File: src/rtl/cpw_pkg.sv
// constants and types shared by the cascaded pulse and warm-up timer
package cpw_pkg;
  // upper-stage control field positions
  localparam int unsigned UPPER_INIT_BIT = 7;
  localparam int unsigned UPPER_RUN_BIT  = 3;
  localparam int unsigned MODE_MSB       = 2;
  // lower-stage control clock-select field
  localparam int unsigned CLKSEL_MSB     = 6;
  localparam int unsigned CLKSEL_LSB     = 4;
  // mode field codes
  localparam logic [2:0]  LOWER_MODE_CASCADE = 3'h3;
  localparam logic [2:0]  UPPER_MODE_PULSE   = 3'h7;
  localparam logic [2:0]  UPPER_MODE_WARMUP  = 3'h5;
  // clock-select codes
  localparam logic [2:0]  CLK_DIV2048 = 3'h0;
  localparam logic [2:0]  CLK_DIV128  = 3'h1;
  localparam logic [2:0]  CLK_DIV32   = 3'h2;
  localparam logic [2:0]  CLK_DIV8    = 3'h3;
  localparam logic [2:0]  CLK_LOWFREQ = 3'h4;
  localparam logic [2:0]  CLK_DIV2    = 3'h5;
  localparam logic [2:0]  CLK_FULL    = 3'h6;
  localparam logic [2:0]  CLK_EXTPIN  = 3'h7;
  // reset values and default prescaler width
  localparam logic        FLIPFLOP_RESET = 1'b0;
  localparam logic [15:0] COUNT_RESET    = 16'h0000;
  localparam int unsigned PRESC_W_DEF    = 11;
  // warm-up figures at a 32.768 kHz low clock
  localparam logic [15:0] WARMUP_MIN_CMP = 16'h0100;
  localparam logic [15:0] WARMUP_MAX_CMP = 16'hFF00;
  localparam real         WARMUP_MIN_MS  = 7.81;
  localparam real         WARMUP_MAX_S   = 1.99;

  typedef enum logic [2:0] {
    CPW_MODE_OFF    = 3'b001,
    CPW_MODE_PULSE  = 3'b010,
    CPW_MODE_WARMUP = 3'b100
  } cpw_mode_t;

  typedef struct packed {
    logic [15:0] width;
    logic [15:0] period;
  } cpw_cmp_t;
endpackage

File: src/rtl/cpw_count_src.sv
// count tick source: prescaler taps, low clock and external pin edges
`timescale 1ns/1ns
`default_nettype none
module cpw_count_src #(
  parameter int unsigned PRESC_W = cpw_pkg::PRESC_W_DEF
) (
  input  wire logic       clk,
  input  wire logic       rst_n,
  input  wire logic [2:0] clk_sel,
  input  wire logic       ext_pin,
  input  wire logic       low_freq_pin,
  output var  logic       tick
);
  if (PRESC_W < 11) begin : g_chk
    $error("cpw_count_src: PRESC_W must be at least 11");
  end

  logic [PRESC_W-1:0] presc_r;
  logic [PRESC_W-1:0] presc_nxt;
  logic [2:0]         ext_sy_r;
  logic [2:0]         ext_sy_nxt;
  logic [2:0]         lf_sy_r;
  logic [2:0]         lf_sy_nxt;
  logic               tick_nxt;

  always_comb begin
    presc_nxt  = presc_r + {{(PRESC_W-1){1'b0}}, 1'b1};
    ext_sy_nxt = {ext_sy_r[1:0], ext_pin};
    lf_sy_nxt  = {lf_sy_r[1:0], low_freq_pin};
    // edge detect looks only at stages 1 and 2, never the first flop
    unique case (clk_sel)
      cpw_pkg::CLK_DIV2048: tick_nxt = &presc_r[10:0];
      cpw_pkg::CLK_DIV128:  tick_nxt = &presc_r[6:0];
      cpw_pkg::CLK_DIV32:   tick_nxt = &presc_r[4:0];
      cpw_pkg::CLK_DIV8:    tick_nxt = &presc_r[2:0];
      cpw_pkg::CLK_LOWFREQ: tick_nxt = lf_sy_r[1] & ~lf_sy_r[2];
      cpw_pkg::CLK_DIV2:    tick_nxt = presc_r[0];
      cpw_pkg::CLK_FULL:    tick_nxt = 1'b1;
      cpw_pkg::CLK_EXTPIN:  tick_nxt = ~ext_sy_r[1] & ext_sy_r[2];
    endcase
  end

  always_ff @(posedge clk or negedge rst_n) begin
    if (!rst_n) begin
      presc_r  <= '0;
      ext_sy_r <= 3'h0;
      lf_sy_r  <= 3'h0;
      tick     <= 1'b0;
    end else begin
      presc_r  <= presc_nxt;
      ext_sy_r <= ext_sy_nxt;
      lf_sy_r  <= lf_sy_nxt;
      tick     <= tick_nxt;
    end
  end
endmodule // cpw_count_src
`default_nettype wire

File: src/rtl/cpw_timer.sv
// cascaded 16-bit pulse generator and warm-up counter
`timescale 1ns/1ns
`default_nettype none
// Function
// pulse mode: width match toggles flip-flop
// period match toggles, clears, raises interrupt
// external count levels last two machine cycles
// initial level loadable; reset clears flip-flop
// pin is inverse of flip-flop
// software writes low byte then high
// compares unbuffered; no change while running
// software sets port latch to one
// stop holds pin; level changed afterwards
// upper bit 3 starts and stops counting
// upper bit 7 initial level; clear drives high
// 33H, 057H, 05FH select pulse mode
// warm-up mode: one 16-bit counter
// warm-up compares upper period byte only
// warm-up keeps initial-level bits at zero
// warm-up match clears counter, raises interrupt
// slow switch sequence done by software
// 0100H gives 7.81 ms, FF00H 1.99 s
// 05H and 43H select slow warm-up
// fast switch sequence done by software
// lower stage carries into upper stage
module cpw_timer #(
  parameter int unsigned PRESC_W = cpw_pkg::PRESC_W_DEF
) (
  input  wire logic        MCLK,
  input  wire logic        RST_N,
  input  wire logic [7:0]  LOWER_STAGE_CONTROL,
  input  wire logic [7:0]  UPPER_STAGE_CONTROL,
  input  wire logic [7:0]  WIDTH_COMPARE_LOW,
  input  wire logic [7:0]  WIDTH_COMPARE_HIGH,
  input  wire logic [7:0]  PERIOD_COMPARE_LOW,
  input  wire logic [7:0]  PERIOD_COMPARE_HIGH,
  input  wire logic        EXTERNAL_COUNT_PIN,
  input  wire logic        LOW_FREQ_CLOCK,
  output var  logic        PULSE_OUT_PIN_N,
  output var  logic        CASCADE_TIMER_IRQ,
  output var  logic [15:0] COUNT_VALUE,
  output var  logic        RUNNING
);
  cpw_pkg::cpw_mode_t mode;
  cpw_pkg::cpw_cmp_t  cmp;
  logic        tick;
  logic        run;
  logic        init_lvl;
  logic [7:0]  lo_r;
  logic [7:0]  lo_nxt;
  logic [7:0]  hi_r;
  logic [7:0]  hi_nxt;
  logic        ff_r;
  logic        ff_nxt;
  logic        pin_n_nxt;
  logic        irq_nxt;
  logic        run_prev_r;
  logic        init_prev_r;
  logic [15:0] inc;
  logic        adv;
  logic        width_hit;
  logic        period_hit;
  logic        warm_hit;

  cpw_count_src #(
    .PRESC_W (PRESC_W)
  ) u_src (
    .clk          (MCLK),
    .rst_n        (RST_N),
    .clk_sel      (LOWER_STAGE_CONTROL[cpw_pkg::CLKSEL_MSB:cpw_pkg::CLKSEL_LSB]),
    .ext_pin      (EXTERNAL_COUNT_PIN),
    .low_freq_pin (LOW_FREQ_CLOCK),
    .tick         (tick)
  );

  // compare registers are live, not double-buffered
  always_comb begin
    cmp.width  = {WIDTH_COMPARE_HIGH, WIDTH_COMPARE_LOW};
    cmp.period = {PERIOD_COMPARE_HIGH, PERIOD_COMPARE_LOW};
    run        = UPPER_STAGE_CONTROL[cpw_pkg::UPPER_RUN_BIT];
    init_lvl   = UPPER_STAGE_CONTROL[cpw_pkg::UPPER_INIT_BIT];
  end

  // mode decode; other timer modes leave the counter idle
  always_comb begin
    mode = cpw_pkg::CPW_MODE_OFF;
    if (LOWER_STAGE_CONTROL[cpw_pkg::MODE_MSB:0] == cpw_pkg::LOWER_MODE_CASCADE) begin
      if (UPPER_STAGE_CONTROL[cpw_pkg::MODE_MSB:0] == cpw_pkg::UPPER_MODE_PULSE) begin
        mode = cpw_pkg::CPW_MODE_PULSE;
      end else if (UPPER_STAGE_CONTROL[cpw_pkg::MODE_MSB:0] == cpw_pkg::UPPER_MODE_WARMUP) begin
        mode = cpw_pkg::CPW_MODE_WARMUP;
      end
    end
  end

  always_comb begin
    inc        = {hi_r, lo_r} + 16'h0001;
    adv        = run & run_prev_r & tick;
    width_hit  = (inc == cmp.width);
    period_hit = (inc == cmp.period);
    warm_hit   = (inc[15:8] == cmp.period[15:8]);
    lo_nxt     = lo_r;
    hi_nxt     = hi_r;
    ff_nxt     = ff_r;
    irq_nxt    = 1'b0;
    if (run && !run_prev_r) begin
      // start: counter from zero, flip-flop from the initial level
      lo_nxt = 8'h00;
      hi_nxt = 8'h00;
      ff_nxt = init_lvl;
    end else if (!run && !run_prev_r && (init_lvl != init_prev_r)) begin
      // a stop cycle never reloads, so the pin holds its level there
      ff_nxt = init_lvl;
    end else if (adv) begin
      unique case (mode)
        cpw_pkg::CPW_MODE_PULSE: begin
          lo_nxt = inc[7:0];
          hi_nxt = inc[15:8];
          if (width_hit) begin
            ff_nxt = ~ff_nxt;
          end
          if (period_hit) begin
            ff_nxt  = ~ff_nxt;
            lo_nxt  = 8'h00;
            hi_nxt  = 8'h00;
            irq_nxt = 1'b1;
          end
        end
        cpw_pkg::CPW_MODE_WARMUP: begin
          lo_nxt = inc[7:0];
          hi_nxt = inc[15:8];
          if (warm_hit) begin
            lo_nxt  = 8'h00;
            hi_nxt  = 8'h00;
            irq_nxt = 1'b1;
          end
        end
        cpw_pkg::CPW_MODE_OFF: begin
          lo_nxt = lo_r;
        end
        default: begin
          lo_nxt = lo_r;
        end
      endcase
    end
    pin_n_nxt = ~ff_nxt;
  end

  always_ff @(posedge MCLK or negedge RST_N) begin
    if (!RST_N) begin
      lo_r              <= cpw_pkg::COUNT_RESET[7:0];
      hi_r              <= cpw_pkg::COUNT_RESET[15:8];
      ff_r              <= cpw_pkg::FLIPFLOP_RESET;
      PULSE_OUT_PIN_N   <= ~cpw_pkg::FLIPFLOP_RESET;
      CASCADE_TIMER_IRQ <= 1'b0;
      COUNT_VALUE       <= cpw_pkg::COUNT_RESET;
      RUNNING           <= 1'b0;
      run_prev_r        <= 1'b0;
      init_prev_r       <= cpw_pkg::FLIPFLOP_RESET;
    end else begin
      lo_r              <= lo_nxt;
      hi_r              <= hi_nxt;
      ff_r              <= ff_nxt;
      PULSE_OUT_PIN_N   <= pin_n_nxt;
      CASCADE_TIMER_IRQ <= irq_nxt;
      COUNT_VALUE       <= {hi_nxt, lo_nxt};
      RUNNING           <= run;
      run_prev_r        <= run;
      init_prev_r       <= init_lvl;
    end
  end
endmodule // cpw_timer
`default_nettype wire

File: config.mk
export PLATFORM = sky130hd
export DESIGN_NAME = cpw_timer
export DESIGN_NICKNAME = d
export VERILOG_FILES = /design/src/rtl/cpw_pkg.sv /design/src/rtl/cpw_count_src.sv /design/src/rtl/cpw_timer.sv
export SDC_FILE = /design/constraint.sdc
export NUM_CORES = 1
export LEC_CHECK = 0
export ABC_AREA = 1
export BUFFER_PORTS_ARGS = -buffer_cell sky130_fd_sc_hd__buf_2
export CORE_MARGIN = 2
export CORE_UTILIZATION = 50
export DETAILED_ROUTE_END_ITERATION = 10
export GPL_TIMING_DRIVEN = 0
export HOLD_SLACK_MARGIN = 0.03
export PLACE_DENSITY = 0.77
export RECOVER_POWER = 25
export SKIP_LAST_GASP = 1
export SLEW_MARGIN = 25
export SYNTH_ARGS = -nofsm -noshare
export SYNTH_HDL_FRONTEND = slang
export SYNTH_SLANG_ARGS = --single-unit
File: constraint.sdc
create_clock -name MCLK -period 2.5 [get_ports MCLK]
set_input_delay 0.5 -clock MCLK [delete_from_list [all_inputs] [get_ports MCLK]]
set_output_delay 0.5 -clock MCLK [all_outputs]
set_load 0.02 [all_outputs]
# Yosys cells after proc, flatten, opt, wreduce, memory -nomap -nowiden

Index checks and enable logic that the tools add are counted.

Latch bits: 0
Bits of input ports: 52
Bits in writable memories: 0
Memories: 0
Output and inout port bits: 19
Register bits: 55
Bits in read-only memories: 0
Logic and storage cells: 81

Mux-type cells: 32
Equal/unequal tests: 16
Shift operators: 0
Div/mod/pow operators: 0
Multipliers: 0
Bitwise operators: 9
Add/sub/neg operators: 2
$lt $le $gt $ge: 0
Reduce and logical (&&, ||, !) cells: 10

Operators by type and width:

| cell                                                                   | number |
|---|---|
| 8-bit 2-to-1 mux                                                       | 10 |
| 16-bit equality test                                                   | 2 |
| 8-bit one-hot mux with 2 select lines                                  | 2 |
| 3-bit equality test (second input constant)                            | 7 |
| 16-bit by 1-bit adder with 16-bit output (second input constant)       | 1 |
| 1-bit 2-to-1 mux                                                       | 15 |
| 3-bit by 2-bit equality test with 1-bit output (second input constant) | 4 |
| 11-bit by 1-bit adder with 11-bit output (second input constant)       | 1 |
| 11-bit AND reduction                                                   | 1 |
| 3-bit 2-to-1 mux                                                       | 3 |
| 8-bit equality test                                                    | 1 |
| 1-bit one-hot mux with 8 select lines                                  | 1 |
| 7-bit AND reduction                                                    | 1 |
| 1-bit NOT                                                              | 5 |
| 5-bit AND reduction                                                    | 1 |
| 1-bit bitwise AND                                                      | 4 |
| 3-bit by 1-bit equality test with 1-bit output (second input constant) | 1 |
| 1-bit logical AND                                                      | 3 |
| 3-bit logical NOT                                                      | 1 |
| 3-bit AND reduction                                                    | 1 |
| 1-bit logical NOT                                                      | 2 |
| 1-bit one-hot mux with 2 select lines                                  | 1 |
| 1-bit != test                                                          | 1 |

# Depth between registers and ports, before layout

Gate-level depths: netlist of the first run.

Word-level depth: 16
Depth in mapped cells: 19
Mapped depth without buffers: 19

# By module

Synthesis of the first run repeated with hierarchy kept, for this count alone.

Cells, all modules: 458
Area, all modules: 3,027.9 µm²

By module, submodules not included:

| module        | area each (µm²) | seq. area each (µm²) | cells an instance | times used |
|---|---|---|---|---|
| cpw_timer     | 2,232.1         | 526.8                | 372               | 1 |
| cpw_count_src | 795.8           | 450.4                | 86                | 1 |

# Least setup slack after synthesis of the first run

No wires, ideal clock.

Path type: register to register
Start point: reg lo_r[0]
End point: reg lo_r[0]
Slack: 194 ps
Data required time: 2,381 ps
Buffers on the path: 1
Period minus slack after synthesis: 2,306 ps
Setup time: 119 ps
Cell stages (with the launch flop): 17
Arrival: 2,187 ps
Path through: dfrtp_1 > ha_1 > nand2_2 > nor2_4 > nand3_1 > nand2_1 > nand2_1 > nand2_1 > inv_1 > nor2_1 > nand2_2 > nor2_2 > o21ai_2 > nand2_2 > nor2_4 > buf_6 > o21a_1

Word-level cells in the longest chain between the ends: 7
Elaborated cells on any way between the ends: 9
Those cells by class: add/sub: 1; eq/ne: 2; mux: 6

Ends and longest elaborated chain:

| item                                                               | line                               | RTL |
|---|---|---|
| start: declaration                                                 | cpw_timer.sv:49                    | `logic [7:0] lo_r;` |
| start signal: assignment                                           | cpw_timer.sv:151                   | `lo_r <= cpw_pkg::COUNT_RESET[7:0];` |
| start signal: assignment                                           | cpw_timer.sv:161                   | `lo_r <= lo_nxt;` |
| 16-bit by 1-bit adder with 16-bit output                           | cpw_timer.sv:97                    | `inc = {hi_r, lo_r} + 16'h0001;` |
| 16-bit equality test / 8-bit equality test (equally long branches) | cpw_timer.sv:100, cpw_timer.sv:101 |  |
| 8-bit 2-to-1 mux (on tied branches)                                | cpw_timer.sv:122, cpw_timer.sv:132 |  |
| 8-bit one-hot mux with 2 select lines                              | cpw_timer.sv:115                   | `unique case (mode)` |
| 8-bit 2-to-1 mux                                                   | cpw_timer.sv:114                   | `end else if (adv) begin` |
| 8-bit 2-to-1 mux *                                                 | cpw_timer.sv:111                   | `end else if (!run && !run_prev_r && (init_lvl != init_prev_r)) begin` |
| 8-bit 2-to-1 mux *                                                 | cpw_timer.sv:106                   | `if (run && !run_prev_r) begin` |

Mark *: on every way between the ends. The rest lies on a longest branch, timed or not.

# Worst setup path in the final report of the first run

Start point: reg lo_r[1]
End point: reg hi_r[5]

Word-level cells in the longest chain between the ends: 7
Elaborated cells on any way between the ends: 9
Those cells by class: add/sub: 1; eq/ne: 2; mux: 6

Ends and longest elaborated chain:

| item                                                               | line                               | RTL |
|---|---|---|
| 16-bit by 1-bit adder with 16-bit output *                         | cpw_timer.sv:97                    |  |
| 16-bit equality test / 8-bit equality test (equally long branches) | cpw_timer.sv:100, cpw_timer.sv:101 |  |
| 8-bit 2-to-1 mux (on tied branches)                                | cpw_timer.sv:122, cpw_timer.sv:132 |  |
| 8-bit one-hot mux with 2 select lines *                            | cpw_timer.sv:115                   |  |
| 8-bit 2-to-1 mux *                                                 | cpw_timer.sv:114                   |  |
| 8-bit 2-to-1 mux *                                                 | cpw_timer.sv:111                   |  |
| 8-bit 2-to-1 mux *                                                 | cpw_timer.sv:106                   |  |
| end signal: assignment                                             | cpw_timer.sv:152                   | `hi_r <= cpw_pkg::COUNT_RESET[15:8];` |
| end signal: assignment                                             | cpw_timer.sv:162                   | `hi_r <= hi_nxt;` |
| end: declaration                                                   | cpw_timer.sv:51                    | `logic [7:0] hi_r;` |

Marks and branches as above.

==> run metrics, run 1 <==
vias per cell=roughly 5.3; outcome=finished, final reports clean; number of nets in the layout=587; cell taking the most area after synthesis=dfrtp_1; clk slew on worst S/H paths=roughly 0.080 ns; cell area power density=372 nW/um^2; Hold WC Path Type=in -> reg; WHS=0.305 ns; syn_nets=497; first-pass GRT wire length=12.0 mm; H-Tree Depth=2; final wirelength=between 7 and 8 mm; Tcrit/Tclk final=0.973; Ys Warns=0; HP Start=LOW_FREQ_CLOCK; Rows=27; routability cong.=between 0.9 and 1; TritonCTS Buffers=5; Crit. Startpoint=lo_r[1]; worst r2r src=lo_r[1]; Worst Path Arrival=2.65 ns; Final min period=2.43 ns; initial antenna violation count=0; Synth Register Bits=39; All-Layer GR Usage=0.240; P&R area growth vs syn=26.0%; Achievable Freq=about 0.4 GHz; final number of hold-violating endpoints=0; num ports=between 70 and 80; worst IR drop on VDD=275 uV; Crit path required time=2.71 ns; Synth top area share=0.332; vias in the first global route=2795; Synth Area per Inst=6.50 sq um; Post-Syn Instances=441; CTS tree=yes; worst-margin pin slew=0.886 ns; DRT antenna net count=0; HPWL Detailed=around 5.7 mm; Root Driver=clkbuf_8; wire per inst=13.1 microns; Clock Path Buffers=2; Worst slew margin=0.409; routed via count=roughly 3.2k; synth unique cells=29; setup_tns=0 ns; max-cap violation count=0; Leak Pwr=approximately 2 nW; Die ar.=between 6000 and 7000 sq um; largest net degree at the start of global routing=40; CP max FO=7; Final Slew Violations=0; worst setup path category=reg -> reg; CTS Sinks=39; post-synthesis sequential area ratio=0.341; CP startpoint kind=register; n_diodes=0; layout cells sized above 1=0.259; placeable core region=5510 sq um; drt initial violations=337; Initial Util=0.521; Area contributors post-synth=dfrtp_1, nand2_1, nand3_1, inv_1, nor2_1; IO Port Bufs=65; Die Wd=79.7 microns; # DRC=0; crit end category=register; first-pass detailed-route iteration total=7; Setup violations, final=0; Die Y=79.7 microns; worst clock skew=between 0.007 and 0.008 ns; Worst-Skew Late Latency=0.30 ns; Post-Syn Area=2870 sq um; Total Power=1.34 mW; Congestion Overflow GR=0
metrics by stage:
stage | area (sq um) | worst slack (ns) | utilization | cells
global placement | 3280 | -0.0341 | 0.596 | 578
floorplan | 2870 | 0.194 | - | 441
CTS | 3400 | 0.0358 | 0.617 | 586
global route | 3610 | -0.0727 | 0.656 | 604
finish | 3610 | 0.0669 | 0.656 | 604
detailed placement | 3280 | -0.102 | 0.596 | 578
placed cells by master (no fill, tap or decap), types with 2 or more instances in the layout:
| master | Yosys | routed |
|---|---|---|
| a21oi_1 | 7 | 7 |
| buf_2 | 0 | 63 |
| buf_4 | 0 | 15 |
| buf_6 | 1 | 4 |
| clkbuf_1 | 1 | 4 |
| clkbuf_8 | 0 | 5 |
| dfrtp_1 | 38 | 30 |
| dfrtp_2 | 0 | 8 |
| ha_1 | 4 | 3 |
| inv_1 | 66 | 66 |
| inv_2 | 2 | 2 |
| nand2_1 | 137 | 128 |
| nand2_2 | 10 | 19 |
| nand3_1 | 72 | 71 |
| nand3_2 | 1 | 2 |
| nand3b_1 | 7 | 7 |
| nand4_1 | 13 | 13 |
| nor2_1 | 38 | 36 |
| nor2_2 | 4 | 4 |
| nor2_4 | 6 | 8 |
| o211ai_1 | 2 | 2 |
| o21ai_0 | 6 | 6 |
| o21ai_1 | 8 | 7 |
| o21ai_2 | 2 | 2 |
| xnor2_1 | 4 | 4 |
| xor2_1 | 5 | 5 |
cells in the mapped netlist, drive strengths merged:
library cell / count
a21oi: 7
buf: 1
clkbuf: 1
clkinv: 1
dfrtp: 38
dfstp: 1
ha: 4
inv: 68
nand2: 147
nand3: 73
nand3b: 7
nand4: 13
nor2: 48
nor3: 1
o211ai: 2
o21a: 1
o21ai: 16
o22ai: 1
o31ai: 1
or2: 1
xnor2: 4
xor2: 5
what timing repair did:
| item | 4_1_cts | 5_1_grt |
|---|---|---|
| gates cloned | 0 | 1 |
| hold buffers | 0 | 0 |
| pin swaps | 0 | 10 |
| gates resized for setup | 2 | 29 |
| buffers inserted | 0 | 17 |
| setup endpoints to repair | 10 | 17 |
worst max-delay path: stages (launching register included):
cell and delay [ns]:
dfrtp_2 0.40, buf_4 0.12, nand2_2 0.06, nor2_4 0.24
buf_4 0.16, buf_4 0.09, nand2_1 0.07, nand3_1 0.08
nand2_1 0.07, nand2_1 0.07, nor2_1 0.05, nand3_1 0.12
inv_1 0.05, nand3_1 0.11, nand2_2 0.10, nor2_4 0.24
buf_6 0.17, nand2_1 0.06, o21ai_1 0.08
final timing paths:
check                                        end  slack [ns]  cells past startpoint
worst min register to register  u_src.lf_sy_r[1]        0.36                      0
max in group asynchronous         COUNT_VALUE[7]        1.57                      1
min in group asynchronous                lo_r[1]        0.32                      1
worst min-delay path            u_src.lf_sy_r[0]        0.30                      1
worst max register to register           hi_r[5]        0.07                     18
worst max-delay path                     hi_r[5]        0.07                     18
final cells by class:
| class | count | area (sq um) |
|---|---|---|
| Inverter | 69 | 259 |
| Buffer | 2 | 15.0 |
| Fill cell | 502 | 1890 |
| Sequential cell | 39 | 987 |
| Clock inverter | 2 | 37.5 |
| Tap cell | 72 | 90.1 |
| Clock buffer | 6 | 72.6 |
| Multi-Input combinational cell | 331 | 1680 |
| Timing Repair Buffer | 83 | 469 |
registers in the layout, summed over array words and instances, names as in the netlist, 2 cells and up:
signal / count
COUNT_VALUE: 2
hi_r: 7
lo_r: 7
u_src.ext_sy_r: 3
u_src.lf_sy_r: 3
u_src.presc_r: 11
report_power, final:
| part | switching [mW] | internal (mW) | total [mW] |
|---|---|---|---|
| logic | 0.0943 | 0.0634 | 0.158 |
| clock network | 0.237 | 0.298 | 0.535 |
| registers | 0.00479 | 0.644 | 0.649 |
| total | 0.336 | 1.01 | 1.34 |
routing by layer:
metal | up-vias | GRT usage | part of all wire | wire (microns)
met5 | - | 0 | 0 | 0
met4 | 0 | 0.0638 | 0.0087 | 69
met3 | 9 | 0.0475 | 0.066 | 524
met2 | 116 | 0.411 | 0.50 | 3940
met1 | 1477 | 0.309 | 0.43 | 3360
li1 | 1591 | - | - | -
cell families (layout without fill, tap and decap cells):
kind of cell / after synthesis / count (layout) / synth area share
adders and majority gates: 4 / 4 / 0.0175
buffers and inverters: 71 / 162 / 0.0956
AOI/OAI and AO/OA: 28 / 28 / 0.0554
xor gates and xnor gates: 9 / 9 / 0.0275
and+or+nand+nor: 290 / 290 / 0.463
DFF: 39 / 39 / 0.341
(Power assumes the default switching activity.)
==> inputs of run 2 (changes only) <==
- CORE_UTILIZATION: 50 -> 54
- PLACE_DENSITY: 0.77 -> 0.82
==> run 2 against run 1 <==
Against the previous run:
- count of clock-buffer cells in the layout fell by 1
- cell area fell by 2.6%
- power down 6.3%
- setup slack improved by 0.059 ns
- clock skew rose by 0.0064 ns
- register-to-register slack improved by 0.06 ns
- routed wire length decreased by 3.8%
- final cell count shrank 1.8%
- global-route usage rose by 1.2 points
- sequential cell count did not move
- die area fell by 7.0%
- core utilization rose by 3.3 points
- critical path type unchanged
- critical endpoint unchanged
- highest routed layer unchanged
==> run metrics, run 2 (synthesis gave the netlist of run 1 again) <==
Final Slew Violations=0; crit end category=register; Biggest register=u_src.presc_r; Setup violations, final=0; P&R area growth vs syn=22.7%; # DRC=0; Die Wd=76.9 microns; routability cong.=around 0.9; CP Depth=16; unrepaired setup endpoints after global routing=true; Crit path required time=2.73 ns; clk slew on worst S/H paths=0.09 ns; Tcrit/Tclk final=0.950; num ports=71; FF-to-FF path depth=16; switching power=355 uW; TritonCTS Buffers=5; most frequent cells in the layout=nand2_1, nand3_1, inv_1; layout cells sized above 1=0.241; final number of hold-violating endpoints=0; CP max FO=10; final wirelength=around 7.6 mm; worst path bufs/invs=1; n_diodes=0; Placed Area=about 3300 sq um; Seq pwr share=0.516; Die Y=76.9 microns; CP startpoint kind=register; worst IR drop on VDD=approximately 320 uV; Internal Power=903 uW; final core occ=0.689; Die ar.=5910 sq um; Worst Path Arrival=2.60 ns; largest net degree at the start of global routing=40; cell area power density=358 nW/um^2; Clock Path Buffers=2; max-cap violation count=0; drt initial violations=251; outcome=finished, final reports clean; Hold Buf Count CTS=0; DRT antenna net count=0; Hold WC Path Type=in -> async; Leak Pwr=1.89 nW; IO Port Bufs=65; cell mode on critical path=nand2_1; worst clock skew=around 0.014 ns; vias per cell=about 5.3; H-Tree Depth=2; Non-Filler Instances=between 500 and 600; WHS=slightly above 0.3 ns; CTS tree=yes; switch share=0.282; All-Layer GR Usage=0.252; design area=approximately 3500 sq um; max incr delay on CP=approximately 0.43 ns; critical path, cell by cell=ha_4 > nand2_2 > nor2_4 > nand4_1 > nand2_1 > nand2_1 > nand2_1 > nor2_2 > nand2_2 > nor2_4 > o21ai_2 > nand2_2 > nor2_4 > buf_6 > nand2_1 > o21ai_1; Worst slew margin=0.406; number of nets in the layout=578; largest registers=u_src.presc_r (11), hi_r (7), lo_r (7); CP max stage cell=dfrtp_2; worst-margin pin slew=0.891 ns; Final min period=around 2.4 ns; most common cell after layout, fill and taps aside=nand2_1; Root Driver=clkbuf_8; CP delay by family, top=simple AND/OR/NAND/NOR gates; Total Power=1.26 mW; placeable core region=5110 sq um; Logic pwr share=0.127; first-pass GRT wire length=12.2 mm; Initial Util=0.561; CTS Sinks=39; Worst-Skew Late Latency=0.31 ns; placed cell count=576; worst setup path category=reg -> reg; Rows=26; Congestion Overflow GR=0; Achievable Freq=between 0.4 and 0.5 GHz; vias in the first global route=2802; first-pass detailed-route iteration total=5; max FFs per register=11; initial antenna violation count=0; HPWL Detailed=5.57 mm; Clk pwr share=0.357; wire per inst=12.8 microns; routed via count=around 3.1k
==> run 2: worst reg2reg max path: stages, from the launching register on <==
cell	delay (ns)
dfrtp_2	0.43
ha_4	0.17
nand2_2	0.08
nor2_4	0.25
nand4_1	0.19
nand2_1	0.14
nand2_1	0.06
nand2_1	0.10
nor2_2	0.06
nand2_2	0.09
nor2_4	0.04
o21ai_2	0.12
nand2_2	0.09
nor2_4	0.15
buf_6	0.18
nand2_1	0.07
o21ai_1	0.08
==> run 2: stage by stage <==
stage                     worst slack, ns  TNS (ns)
after CTS                          0.0147         0
after global placement            -0.0341    -0.125
after floorplan                     0.194         0
final                               0.126         0
after global routing              -0.0209   -0.0456
after detailed placement           -0.154     -1.27
==> run 2: worst paths after layout <==
kind	start	end	slack [ns]
hold / removal	RST_N	lo_r[1]	0.31
max in group asynchronous	RST_N	COUNT_VALUE[7]	1.58
hold reg to reg	u_src.ext_sy_r[0]	u_src.ext_sy_r[1]	0.35
setup / recovery	lo_r[1]	hi_r[5]	0.13
setup reg to reg	lo_r[1]	hi_r[5]	0.13
min in group MCLK	LOW_FREQ_CLOCK	u_src.lf_sy_r[0]	0.31
==> run 2: timing repair <==
item                                   4_1_cts  5_1_grt
setup endpoints to repair                   15       17
pin swaps                                    2       10
endpoints found under the hold margin        0        0
buffers inserted                             2        7
gates resized for setup                      2       20
==> run 2: routing by layer <==
layer	vias to the layer above	part of all wire	wire [microns]	global-route usage
li1	1572	-	-	-
met1	1392	0.44	3310	0.327
met2	145	0.48	3630	0.438
met3	23	0.068	513	0.0400
met4	0	0.018	137	0.0673
met5	-	0	0	0
==> run 2: power groups by stage <==
| stage | logic, mW | registers, mW | clock network, mW |
|---|---|---|---|
| floorplan | 0.0733 | 0.666 | 0 |
| global placement | 0.150 | 0.662 | 0 |
| detailed placement | 0.154 | 0.662 | 0 |
| CTS | 0.155 | 0.650 | 0.453 |
| global route | 0.181 | 0.651 | 0.484 |
| finish | 0.160 | 0.649 | 0.449 |
==> run 2: layout make-up <==
cell class                      instances  area (sq um)
Multi-Input combinational cell        331          1690
Fill cell                             447          1590
Sequential cell                        39           982
Timing Repair Buffer                   74           400
Inverter                               69           259
Tap cell                               70          87.6
Clock buffer                            5          68.8
Clock inverter                          3          20.0
Buffer                                  2          15.0
